[src/hdl/rail_seq_pkg.sv]
// Shared constants and types for the three-rail power sequencer
package rail_seq_pkg;
  localparam int unsigned CLK_HZ        = 50_000_000;
  localparam int unsigned TICK_US       = 1;
  localparam int unsigned TICK_CYCLES   = CLK_HZ / 1_000_000 * TICK_US;
  localparam int unsigned MS_TICKS      = 1000 / TICK_US;
  localparam int unsigned REFRESH_US    = 400;
  localparam int unsigned REFRESH_TICKS = REFRESH_US / TICK_US;
  localparam int unsigned SETTLE_MS     = 120;
  localparam int unsigned SETTLE_TICKS  = SETTLE_MS * MS_TICKS;
  localparam int unsigned STEP_BASE_MS  = 2;
  localparam int unsigned TWIDTH        = 20;
  localparam int unsigned AV_ADDR_W     = 4;

  // Register byte addresses
  localparam logic [AV_ADDR_W-1:0] REG_UP_DELAYS   = 4'h0;
  localparam logic [AV_ADDR_W-1:0] REG_DOWN_DELAYS = 4'h4;
  localparam logic [AV_ADDR_W-1:0] REG_CONFIG      = 4'h8;
  localparam logic [AV_ADDR_W-1:0] REG_STATUS      = 4'hC;

  // Field positions
  localparam int unsigned F_D1 = 0;
  localparam int unsigned F_D2 = 4;
  localparam int unsigned F_D3 = 8;
  localparam int unsigned F_COL   = 0;
  localparam int unsigned F_ORDER = 4;

  localparam logic [3:0]  RST_DELAY = 4'hF;
  localparam logic [1:0]  RST_COL   = 2'h3;
  localparam logic [2:0]  RST_ORDER = 3'h0;

  typedef enum logic [3:0] {
    ST_OFF     = 4'h0,
    ST_UP1     = 4'h1,
    ST_UP2     = 4'h2,
    ST_UP3     = 4'h3,
    ST_ON      = 4'h4,
    ST_SETTLE  = 4'h5,
    ST_DN1     = 4'h6,
    ST_DN2     = 4'h7,
    ST_DN3     = 4'h8
  } seq_state_t;

  typedef struct packed {
    logic        write;
    logic        read;
    logic [AV_ADDR_W-1:0] address;
    logic [31:0] writedata;
  } av_req_t;

  typedef struct packed {
    logic [3:0] d1;
    logic [3:0] d2;
    logic [3:0] d3;
  } delay_set_t;
endpackage

[src/hdl/level_sync.sv]
// Two-flop synchroniser for the thresholded enable level
`timescale 1ns/1ps
module level_sync (
  input  wire logic core_clk,
  input  wire logic rst_n,
  input  wire logic din,
  output logic      dout
);
  logic meta;

  always_ff @(posedge core_clk or negedge rst_n) begin
    if (!rst_n) begin
      meta <= 1'b0;
      dout <= 1'b0;
    end else begin
      meta <= din;
      dout <= meta;
    end
  end
endmodule

[src/hdl/rail_sequencer.sv]
// Three-rail power sequencer with Avalon-MM configuration port
//
// Implementation choices: the Avalon-MM interface to the registers and the placing of the registers.
`timescale 1ns/1ps
module rail_sequencer
  import rail_seq_pkg::*;
#(
  parameter int unsigned TICK_DIV = TICK_CYCLES
) (
  input  wire logic                 core_clk,
  input  wire logic                 rst_n,
  input  wire logic                 seq_enable,
  input  wire logic [AV_ADDR_W-1:0] avs_address,
  input  wire logic                 avs_read,
  input  wire logic                 avs_write,
  input  wire logic [31:0]          avs_writedata,
  output logic [31:0]               avs_readdata,
  output logic                      avs_waitrequest,
  output logic                      rail_release_first,
  output logic                      rail_release_second,
  output logic                      rail_release_third,
  output logic                      rail_oe_first,
  output logic                      rail_oe_second,
  output logic                      rail_oe_third
);
  logic       tick;
  logic       en_s;
  logic       en_d;
  av_req_t    req;

  tick_divider #(.DIV(TICK_DIV)) u_tick (
    .core_clk (core_clk),
    .rst_n    (rst_n),
    .tick     (tick)
  );

  level_sync u_sync (
    .core_clk (core_clk),
    .rst_n    (rst_n),
    .din      (seq_enable),
    .dout     (en_s)
  );

  assign req = '{write: avs_write, read: avs_read, address: avs_address, writedata: avs_writedata};

  // Configuration registers
  delay_set_t up_dly, dn_dly, next_up_dly, next_dn_dly;
  logic [1:0] col, next_col;
  logic [2:0] order, next_order;
  logic       ack, next_ack;
  logic [31:0] next_rdata;
  seq_state_t state, next_state;
  logic [2:0] rails, next_rails;

  always_comb begin
    next_up_dly = up_dly;
    next_dn_dly = dn_dly;
    next_col    = col;
    next_order  = order;
    next_rdata  = avs_readdata;
    next_ack    = 1'b0;
    if ((req.read || req.write) && !ack) begin
      next_ack = 1'b1;
      if (req.read) begin
        unique case (req.address)
          REG_UP_DELAYS:   next_rdata = {20'h00000, up_dly.d3, up_dly.d2, up_dly.d1};
          REG_DOWN_DELAYS: next_rdata = {20'h00000, dn_dly.d3, dn_dly.d2, dn_dly.d1};
          REG_CONFIG:      next_rdata = {25'h0000000, order, 2'h0, col};
          REG_STATUS:      next_rdata = {24'h000000, en_s, state, rails};
          default:         next_rdata = '0;
        endcase
      end else begin
        next_rdata = '0;
      end
    end
    // A write lands only at the edge where waitrequest is seen low
    if (req.write && ack) begin
      unique case (req.address)
        REG_UP_DELAYS: next_up_dly = '{d1: req.writedata[F_D1+:4], d2: req.writedata[F_D2+:4],
                                       d3: req.writedata[F_D3+:4]};
        REG_DOWN_DELAYS: next_dn_dly = '{d1: req.writedata[F_D1+:4], d2: req.writedata[F_D2+:4],
                                         d3: req.writedata[F_D3+:4]};
        REG_CONFIG: begin
          next_col = req.writedata[F_COL+:2];
          if (req.writedata[F_ORDER+:3] <= 3'h5) begin
            next_order = req.writedata[F_ORDER+:3];
          end
        end
        default: ;
      endcase
    end
  end

  always_ff @(posedge core_clk or negedge rst_n) begin
    if (!rst_n) begin
      up_dly       <= '{d1: RST_DELAY, d2: RST_DELAY, d3: RST_DELAY};
      dn_dly       <= '{d1: RST_DELAY, d2: RST_DELAY, d3: RST_DELAY};
      col          <= RST_COL;
      order        <= RST_ORDER;
      ack          <= 1'b0;
      avs_readdata <= '0;
      avs_waitrequest <= 1'b1;
    end else begin
      up_dly       <= next_up_dly;
      dn_dly       <= next_dn_dly;
      col          <= next_col;
      order        <= next_order;
      ack          <= next_ack;
      avs_readdata <= next_rdata;
      avs_waitrequest <= !next_ack;
    end
  end

  // Sequencer
  logic [TWIDTH-1:0] remain, next_remain;
  logic              pend_off, next_pend_off;
  logic [3:0]        step_ms;

  // Step size per column in ms
  assign step_ms = 4'(STEP_BASE_MS) * ({2'h0, col} + 4'h1);

  function automatic logic [TWIDTH-1:0] dly_ticks(input logic [3:0] code, input logic [3:0] stp);
    dly_ticks = TWIDTH'(code * stp * MS_TICKS);
  endfunction

  // Index (0..2) of the rail lowered at power-down step k
  function automatic logic [1:0] down_rail(input logic [2:0] ord, input logic [1:0] k);
    logic [5:0] seqv;
    seqv = 6'h00;
    unique case (ord)
      3'h0: seqv = {2'd0, 2'd1, 2'd2};
      3'h1: seqv = {2'd1, 2'd0, 2'd2};
      3'h2: seqv = {2'd0, 2'd2, 2'd1};
      3'h3: seqv = {2'd2, 2'd0, 2'd1};
      3'h4: seqv = {2'd1, 2'd2, 2'd0};
      default: seqv = {2'd2, 2'd1, 2'd0};
    endcase
    down_rail = seqv[2*k+:2];
  endfunction

  logic en_rise, en_fall, expired;
  assign en_rise = en_s && !en_d;
  assign en_fall = !en_s && en_d;
  assign expired = (remain == '0);

  always_comb begin
    next_state    = state;
    next_rails    = rails;
    next_remain   = remain;
    next_pend_off = pend_off;
    if (tick && !expired) begin
      next_remain = remain - TWIDTH'(1);
    end
    unique case (state)
      ST_OFF: begin
        next_pend_off = 1'b0;
        if (en_s) begin
          next_state  = ST_UP1;
          next_remain = dly_ticks(up_dly.d1, step_ms) + TWIDTH'(REFRESH_TICKS);
        end
      end
      ST_UP1: begin
        if (!en_s) begin
          next_state = ST_OFF;
        end else if (expired) begin
          next_rails[0] = 1'b1;
          next_state    = ST_UP2;
          next_remain   = dly_ticks(up_dly.d2, step_ms);
        end
      end
      ST_UP2, ST_UP3: begin
        if (en_fall) begin
          next_pend_off = 1'b1;
          next_remain   = dly_ticks(state == ST_UP2 ? up_dly.d2 : up_dly.d3, step_ms);
        end else if (expired) begin
          if (state == ST_UP2) begin
            next_rails[1] = 1'b1;
            next_state    = ST_UP3;
            next_remain   = dly_ticks(up_dly.d3, step_ms);
          end else begin
            next_rails[2] = 1'b1;
            if (pend_off || !en_s) begin
              next_state  = ST_SETTLE;
              next_remain = TWIDTH'(SETTLE_TICKS);
            end else begin
              next_state = ST_ON;
            end
          end
        end
      end
      ST_ON: begin
        if (!en_s) begin
          next_state  = ST_DN1;
          next_remain = dly_ticks(dn_dly.d1, step_ms) + TWIDTH'(REFRESH_TICKS);
        end
      end
      ST_SETTLE: begin
        if (expired) begin
          next_state  = ST_DN1;
          next_remain = dly_ticks(dn_dly.d1, step_ms) + TWIDTH'(REFRESH_TICKS);
        end
      end
      ST_DN1, ST_DN2, ST_DN3: begin
        if (expired) begin
          if (state == ST_DN1) begin
            next_rails[down_rail(order, 2'd0)] = 1'b0;
            next_state  = ST_DN2;
            next_remain = dly_ticks(dn_dly.d2, step_ms);
          end else if (state == ST_DN2) begin
            next_rails[down_rail(order, 2'd1)] = 1'b0;
            next_state  = ST_DN3;
            next_remain = dly_ticks(dn_dly.d3, step_ms);
          end else begin
            next_rails = 3'b000;
            next_state = ST_OFF;
          end
        end
      end
      default: begin
        next_state = ST_OFF;
        next_rails = 3'b000;
      end
    endcase
  end

  always_ff @(posedge core_clk or negedge rst_n) begin
    if (!rst_n) begin
      state    <= ST_OFF;
      rails    <= 3'b000;
      remain   <= '0;
      pend_off <= 1'b0;
      en_d     <= 1'b0;
      rail_release_first  <= 1'b0;
      rail_release_second <= 1'b0;
      rail_release_third  <= 1'b0;
      rail_oe_first       <= 1'b1;
      rail_oe_second      <= 1'b1;
      rail_oe_third       <= 1'b1;
    end else begin
      state    <= next_state;
      rails    <= next_rails;
      remain   <= next_remain;
      pend_off <= next_pend_off;
      en_d     <= en_s;
      rail_release_first  <= next_rails[0];
      rail_release_second <= next_rails[1];
      rail_release_third  <= next_rails[2];
      rail_oe_first       <= !next_rails[0];
      rail_oe_second      <= !next_rails[1];
      rail_oe_third       <= !next_rails[2];
    end
  end

  AST_RESET_LOW: assert property (@(posedge core_clk) disable iff (!rst_n)
    (state == ST_OFF) |-> !rail_release_first && !rail_release_second && !rail_release_third)
    else $error("rails released while off");
  AST_UP_ORDER: assert property (@(posedge core_clk) disable iff (!rst_n)
    rail_release_second && state inside {ST_UP3, ST_ON} |-> rail_release_first)
    else $error("second released before first");
  AST_THIRD_AFTER_SECOND: assert property (@(posedge core_clk) disable iff (!rst_n)
    $rose(rail_release_third) && state != ST_OFF |-> rail_release_second)
    else $error("third released out of order");
  AST_GLITCH: assert property (@(posedge core_clk) disable iff (!rst_n)
    (state == ST_UP1 && !en_s) |=> state == ST_OFF && !rail_release_first)
    else $error("glitch did not reset timer");
  AST_FIRST_WAIT: assert property (@(posedge core_clk) disable iff (!rst_n)
    (state == ST_UP1 && !expired) |=> !rail_release_first)
    else $error("first rail released early");
  AST_CTRL_SHUT: assert property (@(posedge core_clk) disable iff (!rst_n)
    (state == ST_UP2 && en_fall) |=> state == ST_UP2 && pend_off)
    else $error("controlled shutdown not entered");
  AST_SETTLE: assert property (@(posedge core_clk) disable iff (!rst_n)
    $rose(state == ST_SETTLE) |-> remain == TWIDTH'(SETTLE_TICKS))
    else $error("settle time wrong");
  AST_REFRESH: assert property (@(posedge core_clk) disable iff (!rst_n)
    (state == ST_ON && !en_s) |=> remain >= TWIDTH'(REFRESH_TICKS))
    else $error("refresh time missing");
  AST_OE: assert property (@(posedge core_clk) disable iff (!rst_n)
    rail_oe_first == !rail_release_first && rail_oe_second == !rail_release_second &&
    rail_oe_third == !rail_release_third)
    else $error("released rail still driven");
  AST_ORDER_LEGAL: assert property (@(posedge core_clk) disable iff (!rst_n)
    order <= 3'h5)
    else $error("illegal order code");

  COV_FULL_UP: cover property (@(posedge core_clk) disable iff (!rst_n) state == ST_ON);
  COV_SETTLE: cover property (@(posedge core_clk) disable iff (!rst_n) state == ST_SETTLE);
  COV_GLITCH: cover property (@(posedge core_clk) disable iff (!rst_n) state == ST_UP1 && !en_s);
endmodule

[src/hdl/tick_divider.sv]
// Master time-base divider producing a one-cycle tick enable
`timescale 1ns/1ps
module tick_divider
  import rail_seq_pkg::*;
#(
  parameter int unsigned DIV = TICK_CYCLES
) (
  input  wire logic core_clk,
  input  wire logic rst_n,
  output logic      tick
);
  localparam int unsigned CW = $clog2(DIV + 1);
  logic [CW-1:0] cnt;
  logic [CW-1:0] next_cnt;
  logic          next_tick;

  always_comb begin
    if (cnt == CW'(DIV - 1)) begin
      next_cnt  = '0;
      next_tick = 1'b1;
    end else begin
      next_cnt  = cnt + CW'(1);
      next_tick = 1'b0;
    end
  end

  always_ff @(posedge core_clk or negedge rst_n) begin
    if (!rst_n) begin
      cnt  <= '0;
      tick <= 1'b0;
    end else begin
      cnt  <= next_cnt;
      tick <= next_tick;
    end
  end
endmodule

[config.mk]
export PLATFORM = sky130hd
export DESIGN_NAME = rail_sequencer
export DESIGN_NICKNAME = d
export VERILOG_FILES = /design/src/hdl/rail_seq_pkg.sv /design/src/hdl/level_sync.sv /design/src/hdl/rail_sequencer.sv /design/src/hdl/tick_divider.sv
export SDC_FILE = /design/constraint.sdc
export NUM_CORES = 1
export LEC_CHECK = 0
export ABC_CLOCK_PERIOD_IN_PS = 18600
export BUFFER_PORTS_ARGS = -buffer_cell sky130_fd_sc_hd__clkbuf_2
export CELL_PAD_IN_SITES_DETAIL_PLACEMENT = 1
export CELL_PAD_IN_SITES_GLOBAL_PLACEMENT = 2
export CORE_ASPECT_RATIO = 0.7
export CORE_MARGIN = 2
export CORE_UTILIZATION = 44
export CTS_CLUSTER_SIZE = 25
export DETAILED_ROUTE_END_ITERATION = 7
export PLACE_DENSITY = 0.95
export SYNTH_ARGS = -nofsm -noshare
export SYNTH_HDL_FRONTEND = slang
export SYNTH_HIERARCHICAL = 1
export SYNTH_SLANG_ARGS = --single-unit
[constraint.sdc]
create_clock -name core_clk -period 18.6 [get_ports core_clk]
set_clock_uncertainty 0.1 [all_clocks]
set_input_delay 1.86 -clock core_clk [delete_from_list [all_inputs] [get_ports core_clk]]
set_output_delay 1.86 -clock core_clk [all_outputs]
set_load 0.005 [all_outputs]
==> results of run 1 <==
[sequential cells by signal (all words and copies together) (netlist names)]
register	flops
avs_waitrequest	1
remain	20
avs_readdata	12
en_d	1
pend_off	1
u_sync/dout	1
u_sync/meta	1
state	4
rails	2
u_tick/tick	1
col	2
rail_oe_third	1
u_tick/cnt	6
up_dly	12
rail_release_third	1
ack	1
dn_dly	12
rail_oe_second	1
order	3
rail_oe_first	1
[cell type report]
type | instances | area, um2 | share of cell area [%]
clock buffer | 10 | 229.0 | 1.379
clock inverter | 6 | 50.05 | 0.3014
inverter | 240 | 900.9 | 5.425
multi-input combinational | 1359 | 12410 | 74.72
sequential | 84 | 2140 | 12.88
tap | 472 | 590.6 | 3.556
timing repair buffer | 51 | 287.8 | 1.733
[worst paths after layout]
path | start | end | slack (ns) | depth (start not counted)
max reg2reg | state[3]$_DFFE_PN0P_ | remain[14]$_DFF_PN0_ | 9.50 | 25
min reg2reg | u_sync/meta$_DFF_PN0_ | u_sync/dout$_DFF_PN0_ | 0.26 | 0
min | u_sync/meta$_DFF_PN0_ | u_sync/dout$_DFF_PN0_ | 0.26 | 0
max | state[3]$_DFFE_PN0P_ | remain[14]$_DFF_PN0_ | 9.50 | 25
min in group asynchronous | rst_n | remain[17]$_DFF_PN0_ | 1.22 | 1
max in group asynchronous | rst_n | avs_readdata[11]$_DFFE_PN0P_ | 15.98 | 2
[cell families (layout without fill, tap and decap cells)]
family                   after synthesis  count (layout)  synth area share (%)
XOR/XNOR                             135             135                 7.583
multiplexers                          43              43                 3.365
adder cells (fa/ha/maj)              429             429                 41.05
flip-flops                            84              84                 13.63
AND/OR/NAND/NOR                      406             406                 13.14
other                                  1              20               0.02390
AO/OA/AOI/OAI                        326             326                 13.46
buffers and inverters                302             307                 7.750
[synthesized netlist by cell type, types with 6 or more instances]
| cell | count | area (um2) |
|---|---|---|
| ha_1 | 286 | 3578 |
| inv_1 | 240 | 900.9 |
| fa_1 | 143 | 2863 |
| nor2_1 | 101 | 379.1 |
| nand2_1 | 97 | 364.1 |
| a21oi_1 | 89 | 445.4 |
| xnor2_1 | 85 | 744.5 |
| o21ai_0 | 71 | 355.3 |
| dfrtp_1 | 54 | 1351 |
| xor2_1 | 49 | 429.2 |
| nor2b_1 | 35 | 219.0 |
| clkbuf_1 | 34 | 127.6 |
| nor3_1 | 32 | 160.2 |
| and2_1 | 31 | 193.9 |
| dfstp_2 | 30 | 788.3 |
| a21o_1 | 29 | 217.7 |
| mux2_2 | 28 | 315.3 |
| nand2b_1 | 26 | 162.7 |
| nand3_1 | 26 | 130.1 |
| buf_4 | 21 | 157.7 |
| o22ai_1 | 14 | 87.58 |
| o21a_1 | 13 | 97.59 |
| a22o_1 | 11 | 96.34 |
| a22oi_1 | 10 | 75.07 |
| mux2i_1 | 10 | 100.1 |
| a211oi_1 | 9 | 67.56 |
| a221oi_1 | 9 | 78.83 |
| o31ai_1 | 8 | 60.06 |
| or2_2 | 8 | 50.05 |
| or3_1 | 8 | 50.05 |
| nand4_1 | 7 | 43.79 |
| o211ai_1 | 7 | 52.55 |
| nor4_1 | 6 | 37.54 |
| o41ai_1 | 6 | 52.55 |
[layer usage]
layer  share of wire, %  wire length (um)  vias to the layer above  track usage (%)
li1                   -                 -                     5861                -
met1                 48             21740                     6454            35.97
met2                 44             20010                      293            39.26
met3                6.7              3048                       49            5.004
met4                1.2               565                        4            4.018
met5              0.037                17                        -                0
[through the flow]
step,std cells,setup slack (ns),area [um2],utilization [%],hold slack (ns)
CTS,2222,9.698,16610,47.52,0.2574
detailed placement,2206,9.730,16330,46.72,0.2432
floorplan,1745,11.37,15760,-,0.2312
global route,2222,9.057,16610,47.52,0.2763
global placement,2206,9.972,16330,46.72,0.2388
finish,2222,9.504,16610,47.52,0.2597
==> impl_metrics.py, run 1 <==
metrics = {
    "status": {
        "status": "finished clean",
    },
    "placement": {
        "dpl.hpwl_mm": 38.01,
        "gp_congestion": 0.9535,
        "io_buffers": 39,
    },
    "final_layout": {
        "syn2layout_area_growth_pct": 5.820,
        "diodes": 0,
        "drive_gt1_share_pct": 8.857,
        "final_common_cell": "ha_1",
        "fillCellCount": 4087,
        "nets": 2215,
        "final_cell_mix": "286 x ha_1, 240 x inv_1, 143 x fa_1",
    },
    "grt": {
        "grt_max_degree": 77,
        "overflow": 0,
        "grt_pass1_vias": 13480,
        "grt_pass1_wl_mm": 73.49,
        "grt_usage_pct": 24.92,
        "antenna_found_initial": 3,
    },
    "setup_path": {
        "cp_num_buf_inv": 3,
        "arrival_ns": 9.23,
        "end_kind": "register",
        "crit_path_top_delay_cell": "nor2_1",
        "path_common_cell": "fa_1",
        "worstSetupPathType": "register to register",
        "cp-start-kind": "register",
        "cp.required_ns": 18.73,
        "path_max_fanout": 18,
        "slowest_delay_ns": 0.76,
        "critPathTopFamily": "adder cells",
    },
    "die": {
        "core-area_um2": 34950,
        "num_rows": 57,
        "start_util_pct": 44.91,
        "die_w_um": 229.7,
        "die_area_um2": 37220,
        "pin_count": 80,
        "chipHeight_um": 162.0,
    },
    "clocking": {
        "holdBufCountCts": 0,
        "insertion_delay_ns": 0.36,
        "clkSinkCount": 84,
        "ctsResizeCount": 0,
        "clkTransAtPathRegs_ns": 0.07,
        "cts_buffer_depth": 2,
        "post_cts_buffers": 0,
        "cts-buffers-inserted": 9,
        "cts_tree": "yes",
        "root_buffer": "clkbuf_16",
        "htreeDepth": 3,
    },
    "sta": {
        "finalSetupViolCount": 0,
        "fin_crit_sh_pct": 48.90,
        "finalHoldViolations": 0,
        "fmax_ghz": 0.1099,
        "rsz0062_at_grt": "no",
        "period_needed_ns": 9.096,
        "tightest_slew_ns": 1.065,
        "slew_viol_final": 0,
        "slew_headroom_pct": 28.52,
        "setup_tns_ns": 0,
    },
    "drt": {
        "first_iter_violations": 723,
        "vias_per_cell": 5.698,
        "first_pass_iters": 5,
        "drtAntennaViolNets": 0,
        "via_count": 12660,
        "routedWlPerCell_um": 20.42,
        "drc": 0,
        "routed_wirelength_mm": 45.38,
    },
    "synthesis": {
        "synth_cells": 1726,
        "ys_types": 78,
        "synth_edf_count": 0,
        "syn_avg_cell_area_um2": 9.092,
        "synth-seq-area-share_pct": 13.63,
        "ys_ff_latch": 84,
        "dominantRegCellSynth": "dfrtp_1",
        "synth_area_um2": 15690,
        "synthArstFlopShare_pct": 100.0,
        "yosysWarnings": 6,
    },
    "worst_hold_path": {
        "min_path_type": "register to register",
    },
    "flow_run": {
        "drv_cap": 0,
    },
}
Power of run 1 is left out: the tool's default activity adds up to more than one toggle a clock period on the data nets, which glitch-free logic cannot reach.
==> run 2, diff against run 1 <==
- ABC_AREA: unset -> 1
- ABC_CLOCK_PERIOD_IN_PS: 18600 -> 8050
- CORE_UTILIZATION: 44 -> 34
- PLACE_DENSITY: 0.95 -> 0.86
- clock period: 18.6 -> 8.05 ns (I/O delays scaled with it)
==> impl_metrics.py, run 2 <==
metrics = {
    "final_layout": {
        "final_common_cell": "nand2_1",
        "diodes": 0,
        "fin_cells": 3126,
        "nets": 2917,
        "drive_gt1_share_pct": 6.403,
        "final_cell_mix": "559 x nand2_1, 491 x inv_1, 286 x ha_1",
        "syn2layout_area_growth_pct": 7.504,
        "fillCellCount": 6453,
        "fin_area_um2": 18540,
        "top_register": "remain",
        "largest_reg_flops": 20,
    },
    "clocking": {
        "root_buffer": "clkbuf_16",
        "cts-buffers-inserted": 9,
        "ctsResizeCount": 0,
        "cts_buffer_depth": 2,
        "cts_tree": "yes",
        "htreeDepth": 3,
        "holdBufCountCts": 0,
        "clkSinkCount": 84,
        "insertion_delay_ns": 0.36,
        "post_cts_buffers": 0,
        "clkTransAtPathRegs_ns": 0.08,
    },
    "placement": {
        "io_buffers": 39,
        "post-place-cells": 3110,
        "gp_congestion": 0.8854,
        "dpl.hpwl_mm": 46.93,
        "postPlaceCellArea_um2": 18230,
    },
    "setup_path": {
        "crit_start": "state[3]$_DFFE_PN0P_",
        "reg2reg_from": "state[3]$_DFFE_PN0P_",
        "cp-start-kind": "register",
        "path_max_fanout": 11,
        "end_kind": "register",
        "arrival_ns": 7.46,
        "worstSetupPathType": "register to register",
        "cp.required_ns": 8.24,
    },
    "synthesis": {
        "synthTopCellsByArea": "ha_1 21%, fa_1 17%, nand2_1 12%",
        "syn_avg_cell_area_um2": 7.166,
        "synth-seq-area-share_pct": 12.41,
        "ys_ff_latch": 84,
        "synth_cells": 2406,
        "synth_top_area_cell": "ha_1",
        "ys_types": 54,
        "synth_common_cells": "559 x nand2_1, 491 x inv_1, 286 x ha_1",
        "dominantRegCellSynth": "dfrtp_1",
        "synthArstFlopShare_pct": 100.0,
        "yosys.cell_count.top_type": "nand2_1",
        "synth_top_area_share_pct": 20.75,
        "synth_edf_count": 0,
        "synth_area_um2": 17240,
        "yosysWarnings": 6,
    },
    "die": {
        "chipHeight_um": 192.4,
        "start_util_pct": 34.20,
        "core-area_um2": 50420,
        "die_w_um": 273.2,
        "num_rows": 69,
        "pin_count": 80,
        "die_area_um2": 52560,
    },
    "drt": {
        "routedWlPerCell_um": 17.37,
        "first_pass_iters": 5,
        "vias_per_cell": 5.041,
        "drtAntennaViolNets": 0,
        "drc": 0,
        "via_count": 15760,
        "routed_wirelength_mm": 54.31,
        "first_iter_violations": 904,
    },
    "status": {
        "status": "finished clean",
    },
    "sta": {
        "slew_headroom_pct": 40.97,
        "rsz0062_at_grt": "no",
        "finalSetupViolCount": 0,
        "setup_tns_ns": 0,
        "fmax_ghz": 0.1376,
        "period_needed_ns": 7.268,
        "slew_viol_final": 0,
        "tightest_slew_ns": 0.8787,
        "fin_crit_sh_pct": 90.29,
        "finalHoldViolations": 0,
    },
    "grt": {
        "overflow": 0,
        "grt_max_degree": 64,
        "antenna_found_initial": 0,
        "grt_usage_pct": 21.39,
        "grt_pass1_wl_mm": 89.06,
        "grt_pass1_vias": 16470,
    },
    "worst_hold_path": {
        "min_path_type": "input pin to asynchronous set/reset pin",
    },
    "flow_run": {
        "drv_cap": 0,
    },
}
## run 2: cell types whose count changed after synthesis, moves of 21 or more
cell      previous run  this run
nand2_1             97       559
inv_1              240       491
nand3_1             26       128
nor2_1             101       191
xnor2_1             85        24
nor2b_1             35         0
and2_1              31         1
mux2_2              28         0
nand2b_1            26         0
o21ai_0             71        97
nand4_1              7        30
a21o_1              29         8
## run 2: worst max-delay path: stages, from the launching register on
cell	delay, ns
dfrtp_1	0.43
nor2_1	0.17
nand2_1	0.09
nor2_1	0.10
buf_4	0.20
o21ai_0	0.15
or2_2	0.32
fa_1	0.55
inv_1	0.05
ha_1	0.22
fa_1	0.41
xor2_1	0.53
inv_1	0.25
fa_1	0.57
inv_1	0.05
fa_1	0.53
fa_1	0.42
ha_1	0.31
ha_1	0.37
nand2_1	0.10
nor3_1	0.27
nand3_1	0.15
nand4_1	0.11
nand3_1	0.08
a21oi_1	0.42
nor2_1	0.11
nand4_1	0.11
## run 2: through the flow
step | util, % | worst slack [ns] | hold WS (ns)
floorplan | - | 1.599 | 0.2312
global placement | 36.16 | 0.9976 | 0.2367
detailed placement | 36.16 | 0.8404 | 0.2509
CTS | 36.76 | 0.8097 | 0.2566
global route | 36.76 | 0.2829 | 0.2748
finish | 36.76 | 0.7817 | 0.2543
## run 2: path summary, 6_finish.rpt
check | slack [ns] | depth (start not counted) | end
setup / recovery | 0.78 | 26 | remain[17]$_DFF_PN0_
hold / removal | 0.25 | 1 | remain[2]$_DFF_PN0_
setup reg to reg | 0.78 | 26 | remain[17]$_DFF_PN0_
hold reg to reg | 0.27 | 0 | u_sync/dout$_DFF_PN0_
max in group asynchronous | 6.43 | 2 | remain[10]$_DFF_PN0_
min in group core_clk | 0.27 | 0 | u_sync/dout$_DFF_PN0_
## run 2: cell type report
type / count / area (um2) / area share (%)
clock buffer: 9 / 225.2 / 1.215
clock inverter: 7 / 76.32 / 0.4118
inverter: 502 / 1887 / 10.18
multi-input combinational: 1790 / 13010 / 70.18
sequential: 84 / 2140 / 11.54
timing repair buffer: 60 / 355.3 / 1.917
tap: 674 / 843.3 / 4.550
## run 2: per-layer routing
| metal | GRT usage [%] | wire length (um) | vias up |
|---|---|---|---|
| li1 | - | - | 7648 |
| met1 | 31.15 | 27320 | 7831 |
| met2 | 34.56 | 24070 | 237 |
| met3 | 2.364 | 2285 | 41 |
| met4 | 3.363 | 630 | 0 |
| met5 | 0 | 0 | - |
## run 2: cells by family after synthesis
group                      Yosys count  share of synthesized area, %
other                                1                       0.02175
DFF                                 84                         12.41
xor gates and xnor gates            70                         3.599
AOI/OAI and AO/OA                  301                         10.39
and+or+nand+nor                    970                         23.66
adders and majority gates          429                         37.36
buffers and inverters              551                         12.55
Power of run 2 is left out for the same reason.
==> run 3, diff against run 2 <==
- CELL_PAD_IN_SITES_DETAIL_PLACEMENT: 1 -> unset
- CELL_PAD_IN_SITES_GLOBAL_PLACEMENT: 2 -> unset
- CORE_UTILIZATION: 34 -> 55
- PLACE_DENSITY: 0.86 -> 0.82
==> impl_metrics.py, run 3 (synthesis gave the netlist of run 2 again) <==
metrics = {
    "placement": {
        "dp_worst_setup_slack_ns": 0.8386,
        "dpl.hpwl_mm": 40.19,
        "io_buffers": 39,
        "postPlaceCellArea_um2": 17920,
        "gp_congestion": 1.002,
    },
    "sta": {
        "fmax_ghz": 0.1375,
        "slew_viol_final": 0,
        "setup_tns_ns": 0,
        "worst_slack_ns": 0.7747,
        "finalSetupViolCount": 0,
        "finalHoldViolations": 0,
        "period_needed_ns": 7.275,
        "rsz0062_at_grt": "no",
        "fin_crit_sh_pct": 90.38,
        "slew_headroom_pct": 33.64,
        "tightest_slew_ns": 0.9918,
    },
    "grt": {
        "grt_pass1_wl_mm": 79.10,
        "grt_usage_pct": 29.62,
        "grt_max_degree": 63,
        "overflow": 0,
        "antenna_found_initial": 0,
        "grt_pass1_vias": 15640,
    },
    "final_layout": {
        "largest_reg_flops": 20,
        "syn2layout_area_growth_pct": 5.733,
        "top_register": "remain",
        "nets": 2918,
        "diodes": 0,
        "final_cell_mix": "559 x nand2_1, 491 x inv_1, 286 x ha_1",
        "fin_area_um2": 18230,
        "final_common_cell": "nand2_1",
        "final_util_pct": 58.78,
        "drive_gt1_share_pct": 6.441,
    },
    "drt": {
        "drc": 0,
        "routedWlPerCell_um": 16.38,
        "first_pass_iters": 6,
        "routed_wirelength_mm": 47.07,
        "via_count": 15860,
        "vias_per_cell": 5.520,
        "first_iter_violations": 1643,
        "drtAntennaViolNets": 0,
    },
    "die": {
        "die_area_um2": 32800,
        "start_util_pct": 55.60,
        "pin_count": 80,
        "num_rows": 54,
        "core-area_um2": 31010,
        "die_w_um": 215.6,
        "chipHeight_um": 152.1,
    },
    "status": {
        "status": "finished clean",
    },
    "clocking": {
        "post_cts_buffers": 0,
        "clkSinkCount": 84,
        "cts-buffers-inserted": 9,
        "cts_tree": "yes",
        "ctsResizeCount": 0,
        "insertion_delay_ns": 0.36,
        "root_buffer": "clkbuf_16",
        "htreeDepth": 3,
        "clkTransAtPathRegs_ns": 0.08,
        "holdBufCountCts": 0,
        "cts_buffer_depth": 2,
    },
    "setup_path": {
        "cp-start-kind": "register",
        "cp.required_ns": 8.17,
        "worstSetupPathType": "register to register",
        "end_kind": "register",
        "path_max_fanout": 22,
        "arrival_ns": 7.40,
    },
    "flow_run": {
        "drv_cap": 0,
    },
    "worst_hold_path": {
        "min_path_type": "input pin to asynchronous set/reset pin",
    },
}
## run 3: changes by cell type in the layout (fill, tap and decap cells not counted), sizes merged
cell	change
clkinv	+1
inv	-1
buf	+1
## run 3: layer usage
layer  up-vias  GRT usage [%]  wire [um]
li1       7665              -          -
met1      7493          42.83      21460
met2       622          46.36      20570
met3        78          5.389       4200
met4         0          6.174        845
met5         -              0          0
## run 3: worst max-delay path, stage by stage (launching register included)
cell	delay (ns)
dfstp_2	0.54
ha_1	0.68
nand2_1	0.18
fa_1	0.53
inv_1	0.04
ha_1	0.22
fa_1	0.41
xor2_1	0.50
inv_1	0.24
fa_1	0.58
inv_1	0.05
fa_1	0.53
fa_1	0.43
ha_1	0.30
ha_1	0.39
nand2_1	0.12
inv_1	0.04
nand2_1	0.05
nand2_1	0.07
a21oi_1	0.12
inv_1	0.09
or2_2	0.28
nand3_1	0.13
nand3_1	0.09
a21oi_1	0.26
nand4_1	0.15
## run 3: stage by stage
stage / hold WS, ns / std cells
floorplan: 0.2312 / 2425
global placement: 0.2348 / 2857
detailed placement: 0.2347 / 2857
CTS: 0.2405 / 2873
global route: 0.2495 / 2873
finish: 0.2456 / 2873
## run 3: worst paths after layout
| check | cells after the start | endpoint | slack (ns) | start |
|---|---|---|---|---|
| worst min register to register | 0 | u_sync/dout$_DFF_PN0_ | 0.25 | u_sync/meta$_DFF_PN0_ |
| worst max-delay path | 25 | remain[13]$_DFF_PN0_ | 0.77 | col[0]$_DFFE_PN1P_ |
| worst min-delay path | 1 | avs_readdata[1]$_DFFE_PN0P_ | 0.25 | rst_n |
| min in group core_clk | 0 | u_sync/dout$_DFF_PN0_ | 0.25 | u_sync/meta$_DFF_PN0_ |
| max in group asynchronous | 2 | remain[9]$_DFF_PN0_ | 6.49 | rst_n |
| worst max register to register | 25 | remain[13]$_DFF_PN0_ | 0.77 | col[0]$_DFFE_PN1P_ |
## run 3: layout make-up
class / instances / area (um2)
multi-input combinational: 1790 / 13010
tap: 420 / 525.5
timing repair buffer: 61 / 362.8
fill: 2900 / 12780
sequential: 84 / 2140
clock inverter: 7 / 81.33
clock buffer: 9 / 225.2
inverter: 502 / 1887
Power of run 3 is left out for the same reason.
